===== src/core/lfclk_params.svh =====
`ifndef LFCLK_PARAMS_SVH
`define LFCLK_PARAMS_SVH

`define LFCLK_XTAL_HZ           32768
`define LFCLK_RC_HZ             32000
`define LFCLK_CORE_HZ           40000000
`define LFCLK_PROC_EN_RST       1'b1
`define LFCLK_PROTECT_RST       1'b0
`define LFCLK_MASK_RST          1'b1
`define LFCLK_DRIVE_RST         2'h0
`define LFCLK_DRIVE_HIZ         2'h2
`define LFCLK_QUAL_EDGES        16
`define LFCLK_LOSS_NS           91000
`define LFCLK_LOSS_CYC          ((`LFCLK_LOSS_NS * (`LFCLK_CORE_HZ / 1000000)) / 1000)
`define LFCLK_RC_HALF_CYC       (`LFCLK_CORE_HZ / (2 * `LFCLK_RC_HZ))

`endif


===== src/core/lfclk_pkg.sv =====
package lfclk_pkg;

  typedef enum logic [1:0]
  {
    PWR_OFF,
    PWR_LOW_OFF,
    PWR_ON
  } pwr_mode_t;

  typedef struct packed
  {
    logic       proc_clk_out_enable;
    logic       rights_protect_mode;
    logic       clock_change_mask;
    logic [1:0] periph_clk_drive_sel;
  } lfclk_cfg_t;

  typedef struct packed
  {
    logic       clock_source_status;
    logic       clock_change_flag;
    logic       clock_change_irq;
  } lfclk_status_t;

endpackage


===== src/core/low_freq_clock_source_control.sv =====
`timescale 1ns/1ps
`include "lfclk_params.svh"

module low_freq_clock_source_control
  import lfclk_pkg::*;
#(
  parameter int LOSS_CYC   = `LFCLK_LOSS_CYC,
  parameter int QUAL_EDGES = `LFCLK_QUAL_EDGES,
  parameter int RC_HALF    = `LFCLK_RC_HALF_CYC
)
(
  input  wire logic          core_clk_i,
  input  wire logic          rst_i,
  input  wire logic          crystal_in_i,
  input  wire logic          seq_drivers_on_i,
  input  wire pwr_mode_t     pwr_mode_i,
  input  wire lfclk_cfg_t    cfg_wr_i,
  input  wire logic          cfg_we_i,
  input  wire logic          flag_clear_i,
  output logic               processor_clock_out_o,
  output logic               processor_clock_oe_n_o,
  output logic               peripheral_clock_out_o,
  output logic               peripheral_clock_oe_n_o,
  output logic [1:0]         periph_drive_o,
  output logic               slow_tick_o,
  output lfclk_cfg_t         cfg_o,
  output lfclk_status_t      status_o
);

  localparam int QW = $clog2(QUAL_EDGES + 1);
  localparam int LW = $clog2(LOSS_CYC + 1);
  localparam int RW = $clog2(RC_HALF + 1);

  ////////////////////////////////////////////////////////////////////////////
  // shared decode

  // last count of an rc half period
  function automatic logic rc_wrap(input logic [RW-1:0] cnt);
    return (cnt == RW'(RC_HALF - 1));
  endfunction

  // protect mode overrides sequencer, enable bit and mode
  function automatic logic proc_drive_on
  (
    input lfclk_cfg_t c,
    input logic       seq_on,
    input pwr_mode_t  mode
  );
    logic drv_on;
    drv_on = 1'b0;
    if (c.rights_protect_mode)
    begin
      drv_on = 1'b1;
    end
    else if (seq_on && c.proc_clk_out_enable)
    begin
      drv_on = (mode != PWR_OFF);
    end
    return drv_on;
  endfunction

  // drive code 10 leaves the pin floating
  function automatic logic periph_drive_on
  (
    input lfclk_cfg_t c,
    input logic       seq_on,
    input pwr_mode_t  mode
  );
    return seq_on && (mode == PWR_ON)
           && (c.periph_clk_drive_sel != `LFCLK_DRIVE_HIZ);
  endfunction

  ////////////////////////////////////////////////////////////////////////////
  // crystal pin synchroniser and edge detect

  logic xs1;
  logic xs2;
  logic xs3;
  logic xtal_edge;

  always_ff @(posedge core_clk_i)
  begin
    if (rst_i)
    begin
      xs1 <= 1'b0;
      xs2 <= 1'b0;
      xs3 <= 1'b0;
    end
    else
    begin
      xs1 <= crystal_in_i;
      xs2 <= xs1;
      xs3 <= xs2;
    end
  end

  assign xtal_edge = xs2 ^ xs3;

  ////////////////////////////////////////////////////////////////////////////
  // internal rc oscillator model and source selection

  typedef enum logic [1:0]
  {
    SRC_RC,
    SRC_WAIT_TO_XTAL,
    SRC_XTAL,
    SRC_WAIT_TO_RC
  } src_state_t;

  src_state_t        state;
  src_state_t        next_state;
  logic [RW-1:0]     rc_cnt;
  logic [RW-1:0]     next_rc_cnt;
  logic              rc_clk;
  logic              next_rc_clk;
  logic [QW-1:0]     qual_cnt;
  logic [QW-1:0]     next_qual_cnt;
  logic [LW-1:0]     loss_cnt;
  logic [LW-1:0]     next_loss_cnt;
  logic              sel_xtal;
  logic              next_sel_xtal;
  logic              clk_mux;
  logic              next_clk_mux;
  logic              xtal_ok;
  logic              rc_low_phase;

  assign xtal_ok      = (qual_cnt == QW'(QUAL_EDGES));
  assign rc_low_phase = ~rc_clk && rc_wrap(rc_cnt);

  always_comb
  begin
    next_state    = state;
    next_sel_xtal = sel_xtal;
    next_rc_cnt   = rc_cnt + RW'(1);
    next_rc_clk   = rc_clk;
    if (rc_wrap(rc_cnt))
    begin
      next_rc_cnt = '0;
      next_rc_clk = ~rc_clk;
    end
    next_loss_cnt = xtal_edge ? '0 : loss_cnt;
    if (!xtal_edge && loss_cnt != LW'(LOSS_CYC))
      next_loss_cnt = loss_cnt + LW'(1);
    next_qual_cnt = qual_cnt;
    if (loss_cnt == LW'(LOSS_CYC))
      next_qual_cnt = '0;
    else if (xtal_edge && !xtal_ok)
      next_qual_cnt = qual_cnt + QW'(1);
    case (state)
      SRC_RC:
        if (xtal_ok)
          next_state = SRC_WAIT_TO_XTAL;
      SRC_WAIT_TO_XTAL:
        if (!xtal_ok)
          next_state = SRC_RC;
        else if (rc_low_phase && !xs2)
        begin
          next_state    = SRC_XTAL;
          next_sel_xtal = 1'b1;
        end
      SRC_XTAL:
        if (!xtal_ok)
          next_state = SRC_WAIT_TO_RC;
      SRC_WAIT_TO_RC:
        if (rc_low_phase)
        begin
          next_state    = SRC_RC;
          next_sel_xtal = 1'b0;
        end
      default:
        next_state = SRC_RC;
    endcase
    // output held low through the switchover window
    if (state == SRC_WAIT_TO_XTAL || state == SRC_WAIT_TO_RC)
      next_clk_mux = 1'b0;
    else
      next_clk_mux = sel_xtal ? xs2 : rc_clk;
  end

  always_ff @(posedge core_clk_i)
  begin
    if (rst_i)
    begin
      state    <= SRC_RC;
      sel_xtal <= 1'b0;
      rc_cnt   <= '0;
      rc_clk   <= 1'b0;
      qual_cnt <= '0;
      loss_cnt <= '0;
      clk_mux  <= 1'b0;
    end
    else
    begin
      state    <= next_state;
      sel_xtal <= next_sel_xtal;
      rc_cnt   <= next_rc_cnt;
      rc_clk   <= next_rc_clk;
      qual_cnt <= next_qual_cnt;
      loss_cnt <= next_loss_cnt;
      clk_mux  <= next_clk_mux;
    end
  end

  ////////////////////////////////////////////////////////////////////////////
  // derived slow tick: one pulse per rising edge of selected clock

  logic mux_q;
  logic next_tick;

  always_comb
  begin
    next_tick = clk_mux & ~mux_q;
  end

  always_ff @(posedge core_clk_i)
  begin
    if (rst_i)
    begin
      mux_q       <= 1'b0;
      slow_tick_o <= 1'b0;
    end
    else
    begin
      mux_q       <= clk_mux;
      slow_tick_o <= next_tick;
    end
  end

  ////////////////////////////////////////////////////////////////////////////
  // configuration, status flag and output drivers

  lfclk_cfg_t     next_cfg;
  logic           next_flag;
  logic           src_change;
  logic           proc_drv;
  logic           periph_drv;

  assign src_change = (next_sel_xtal != sel_xtal);

  always_comb
  begin
    next_cfg = cfg_we_i ? cfg_wr_i : cfg_o;
    // set beats a simultaneous clear
    next_flag = status_o.clock_change_flag;
    if (flag_clear_i)
      next_flag = 1'b0;
    if (src_change)
      next_flag = 1'b1;
    proc_drv   = proc_drive_on(cfg_o, seq_drivers_on_i, pwr_mode_i);
    periph_drv = periph_drive_on(cfg_o, seq_drivers_on_i, pwr_mode_i);
  end

  always_ff @(posedge core_clk_i)
  begin
    if (rst_i)
    begin
      cfg_o.proc_clk_out_enable  <= `LFCLK_PROC_EN_RST;
      cfg_o.rights_protect_mode  <= `LFCLK_PROTECT_RST;
      cfg_o.clock_change_mask    <= `LFCLK_MASK_RST;
      cfg_o.periph_clk_drive_sel <= `LFCLK_DRIVE_RST;
      status_o                   <= '0;
      processor_clock_out_o      <= 1'b0;
      processor_clock_oe_n_o     <= 1'b1;
      peripheral_clock_out_o     <= 1'b0;
      peripheral_clock_oe_n_o    <= 1'b1;
      periph_drive_o             <= `LFCLK_DRIVE_RST;
    end
    else
    begin
      cfg_o                        <= next_cfg;
      status_o.clock_source_status <= next_sel_xtal;
      status_o.clock_change_flag   <= next_flag;
      status_o.clock_change_irq    <= next_flag & ~next_cfg.clock_change_mask;
      processor_clock_out_o        <= clk_mux & proc_drv;
      processor_clock_oe_n_o       <= ~proc_drv;
      peripheral_clock_out_o       <= clk_mux & periph_drv;
      peripheral_clock_oe_n_o      <= ~periph_drv;
      periph_drive_o               <= cfg_o.periph_clk_drive_sel;
    end
  end

endmodule


===== config.mk =====
export PLATFORM = sky130hd
export DESIGN_NAME = low_freq_clock_source_control
export DESIGN_NICKNAME = d
export VERILOG_FILES = /design/src/core/lfclk_pkg.sv /design/src/core/low_freq_clock_source_control.sv
export VERILOG_INCLUDE_DIRS = /design/src /design/src/core
export SDC_FILE = /design/constraint.sdc
export NUM_CORES = 1
export LEC_CHECK = 0
export ABC_AREA = 1
export BUFFER_PORTS_ARGS = -buffer_cell sky130_fd_sc_hd__buf_4
export CAP_MARGIN = 20
export CORE_ASPECT_RATIO = 1.5
export CORE_UTILIZATION = 35
export CTS_CLUSTER_DIAMETER = 60
export DETAILED_ROUTE_END_ITERATION = 6
export PLACE_DENSITY = 0.63
export SYNTH_ARGS = -nofsm -noshare
export SYNTH_HDL_FRONTEND = slang
export SYNTH_SLANG_ARGS = --single-unit
export TNS_END_PERCENT = 50

===== constraint.sdc =====
create_clock -name core_clk_i -period 1.8 [get_ports core_clk_i]
set_input_delay 0.36 -clock core_clk_i [delete_from_list [all_inputs] [get_ports core_clk_i]]
set_output_delay 0.36 -clock core_clk_i [all_outputs]
set_load 0.01 [all_outputs]

==> key figures <==
Worst setup path
  – Worst setup path endpoint: loss_cnt[10]
  – FF-to-FF End: loss_cnt[10]
  – Data required time at the worst endpoint: 2.00 ns
  – Setup slack of the most critical reg-to-reg path: around 0.28 ns
  – Depth of the most critical reg-to-reg path: 8
  – Arrival time reported for the critical path endpoint: about 1.7 ns
  – CP Launch Point: loss_cnt[0]
  – Startpoint types: flip-flop
  – Path type of the worst setup path: reg -> reg
  – CP Max Fanout: 4
  – Worst R2R Start: loss_cnt[0]
  – Crit end category: flip-flop

Timing
  – Number of hold-slack violations in the final timing report: 0
  – Unrepaired setup endpoints after global routing: no
  – Final-layout setup total negative slack: 0 ns
  – Tightest slew margin relative to the limit: 0.751
  – Achievable frequency: around 660 MHz
  – Worst hold margin: ~0.26 ns
  – Worst-Margin Slew: roughly 0.37 ns
  – Worst setup margin: approximately 0.28 ns
  – Count of pins over their slew limit: 0
  – Post-route fraction of the period consumed by the critical path: 0.847
  – Crit path time final: between 1.5 and 2 ns
  – Max Clock Skew: a little over 0.008 ns
  – Count of endpoints failing setup in the final report: 0

Final layout
  – Antenna diode count: 0
  – Relative area change from synthesis to final layout: 17.7%
  – Net total in the final layout: approximately 330
  – Total non-filler cell area in the finished layout: around 2500 sq um
  – Fill count: between 500 and 600
  – Layout cells sized above 1: 0.169

CTS
  – Worst-path clk slew: approximately 0.09 ns
  – Clk sink count: 50
  – Number of levels in the clock H-tree: 2
  – Later-pin clock latency in the skew report: ~0.30 ns
  – Buffer depth of the longest clock path: 2
  – Count of hold-fix buffers inserted at cts: 0
  – Buffer type at the clock tree root: clkbuf_8
  – Number of buffers created by CTS: 5
  – Post CTS Setup Buffer Count: 0
  – Cells resized by post-CTS repair: 0
  – Clock tree from TritonCTS: built

Power
  – Net switching component of the power: 473 uW
  – Worst ir drop on vdd: 0.443 mV
  – Internal Power: about 1.5 mW
  – Clk network pwr share: 0.345
  – Total power per unit cell area: 790 nW/um^2
  – Switching part of the total power: 0.239
  – Static Leak: around 1 nW
  – Fraction of power consumed by combinational cells: 0.070
  – Seq pwr share: 0.585

Placed design
  – Pre-CTS setup slack: about 0.29 ns
  – Instance area at placement: between 2000 and 2500 sq um
  – Half-perimeter wire length after detailed placement: 3190 um
  – Count of input and output buffers: 27
  – Final weighted congestion in routability-driven placement: about 0.77

Yosys
  – Post-synth EDFFs: 0
  – Post-synth top area share: 0.470
  – Syn avg cell area: slightly below 8 sq um
  – #FFs+latches synth: 50
  – Async set-or-reset flop fraction in the synthesized netlist: 0
  – Top area cells in the synthesized netlist: dfxtp_1, nand2_1, inv_1
  – Count of cell types in the netlist: 33
  – Library cell occupying the most area in the post-synthesis netlist: dfxtp_1
  – Cell Area, Synth: around 2100 sq um
  – Sequential share of the synthesized area: 0.470
  – Dominant synthesized flop cell: dfxtp_1
  – Total of warnings raised by yosys: 0
  – Number of nets produced by synthesis: slightly below 300
  – Synthesized netlist cell count: around 270

GRT
  – GRT Resource Usage Total: 0.141
  – Initial antenna violation count: 0
  – First-pass GRT wire length: slightly below 7000 um
  – Via count of the first global-routing pass: around 1.6k
  – GRT Residual Overflow: 0
  – Pin count of the biggest net entering global routing: 16

Floorplan
  – Number of I/O pins: 28
  – Die Y: ~100 um
  – Number of rows created at floorplan: 34
  – Core Box Area: a little under 6000 sq um
  – Initial cell density of the core: 0.365
  – Area enclosed by the die boundary: approximately 6400 sq um
  – Die span in x: 65.7 um

Worst hold path
  – Path type of the worst min-delay path: in -> reg
  – Startpoint of the lowest-slack hold path: crystal_in_i

Outcome
  – Result of the run: completed

Routing
  – Number of routed nets with antenna violations: 0
  – Initial DRC count: 75
  – 1st-pass router iterations: 4
  – Routed wire per std cell: between 10 and 15 um
  – Detail-routed via count per cell: ~4.7
  – DRC errors left: 0
  – Total via count in the routed design: 1795
  – Aggregate routed wire length: around 4100 um

Flow run
  – Number of violations of the max-capacitance limit: 0
==> cells by family (layout without fill, tap and decap cells) <==
logic type | count (synthesis) | count (layout) | share of synthesized area
AND/OR/NAND/NOR | 126 | 126 | 0.277
flip-flops | 50 | 50 | 0.470
buffers and inverters | 43 | 76 | 0.0776
AO/OA/AOI/OAI | 42 | 42 | 0.108
XOR/XNOR | 7 | 7 | 0.0323
adder cells (fa/ha/maj) | 6 | 6 | 0.0353
==> through the flow <==
stage	total power [mW]	utilization	std cells
finish	1.98	0.430	379
detailed placement	1.33	0.413	371
CTS	2.00	0.430	379
global route	2.06	0.430	379
global placement	1.32	0.413	371
floorplan	1.26	-	274
==> layout by cell type, fill, tap and decap left out <==
master,n
nand3_1,18
clkinvlp_4,1
or2_0,1
ha_1,6
buf_4,27
a21oi_2,1
and3_1,2
or2_2,3
nor2_1,38
nor2_4,1
o211ai_1,1
inv_1,38
dfxtp_1,50
o21ai_0,11
xor2_2,1
xor2_1,4
o21a_1,1
nor2_2,4
inv_2,2
nand2_1,40
clkinv_1,1
a31oi_1,2
nor3b_1,2
nand3_4,1
a21oi_1,22
nor3_1,6
a311oi_1,1
nand4_1,6
o21ai_1,2
nand2_2,2
o2111ai_1,1
xnor2_1,2
clkinv_2,1
nand3_2,2
clkbuf_8,6
==> how the worst min path moves through the flow <==
stage          slack (ns)     endpoint  cells past startpoint
2_1_floorplan        0.37  slow_tick_o                      1
3_3_place_gp         0.39  slow_tick_o                      1
3_5_place_dp         0.39  slow_tick_o                      1
4_1_cts              0.25          xs1                      3
5_1_grt              0.24          xs1                      3
6_report             0.26          xs1                      3
==> routing by layer <==
layer / share of wire / GRT usage
met1: 0.41 / 0.137
met2: 0.55 / 0.263
met3: 0.018 / 0.0317
met4: 0.024 / 0.0719
met5: 0 / 0
==> state kept, by name, summed over array words and instances, names as in the netlist, 2 cells and up, named ones only <==
| register | cells |
|---|---|
| cfg_o | 5 |
| loss_cnt | 12 |
| rc_cnt | 10 |
| periph_drive_o | 2 |
| qual_cnt | 5 |
| status_o | 3 |
==> critical path, stage by stage, from the launching register on <==
cell     delay, ns
dfxtp_1       0.39
ha_1          0.19
nand2_1       0.07
nor2_1        0.16
nand2_1       0.12
nor2_1        0.18
nand4_1       0.13
o21ai_1       0.14
a21oi_1       0.05
==> final cells by class <==
cell class | count | area [sq um] | area share
Tap cell | 72 | 90.1 | 0.0360
Clock buffer | 6 | 82.6 | 0.0330
Multi-Input combinational cell | 181 | 962 | 0.384
Clock inverter | 2 | 12.5 | 0.00500
Sequential cell | 50 | 1000 | 0.400
Timing Repair Buffer | 27 | 203 | 0.0809
Inverter | 41 | 154 | 0.0614
==> cells in the mapped netlist (3+ instances only) <==
| master | instances |
|---|---|
| nand2_1 | 40 |
| nor3_1 | 6 |
| o21ai_0 | 11 |
| nor2_1 | 38 |
| dfxtp_1 | 50 |
| ha_1 | 6 |
| nand4_1 | 6 |
| xor2_1 | 4 |
| nor2_2 | 4 |
| or2_2 | 3 |
| a21oi_1 | 22 |
| inv_1 | 38 |
| nand3_1 | 18 |
==> power groups by stage <==
| stage | registers (mW) | logic (mW) | clock network, mW |
|---|---|---|---|
| 2_1_floorplan | 1.18 | 0.0747 | 0 |
| 3_3_place_gp | 1.18 | 0.139 | 0 |
| 3_5_place_dp | 1.18 | 0.142 | 0 |
| 4_1_cts | 1.16 | 0.142 | 0.699 |
| 5_1_grt | 1.16 | 0.160 | 0.742 |
| 6_report | 1.16 | 0.139 | 0.683 |
No activity file was read; power rests on OpenSTA's default activity.
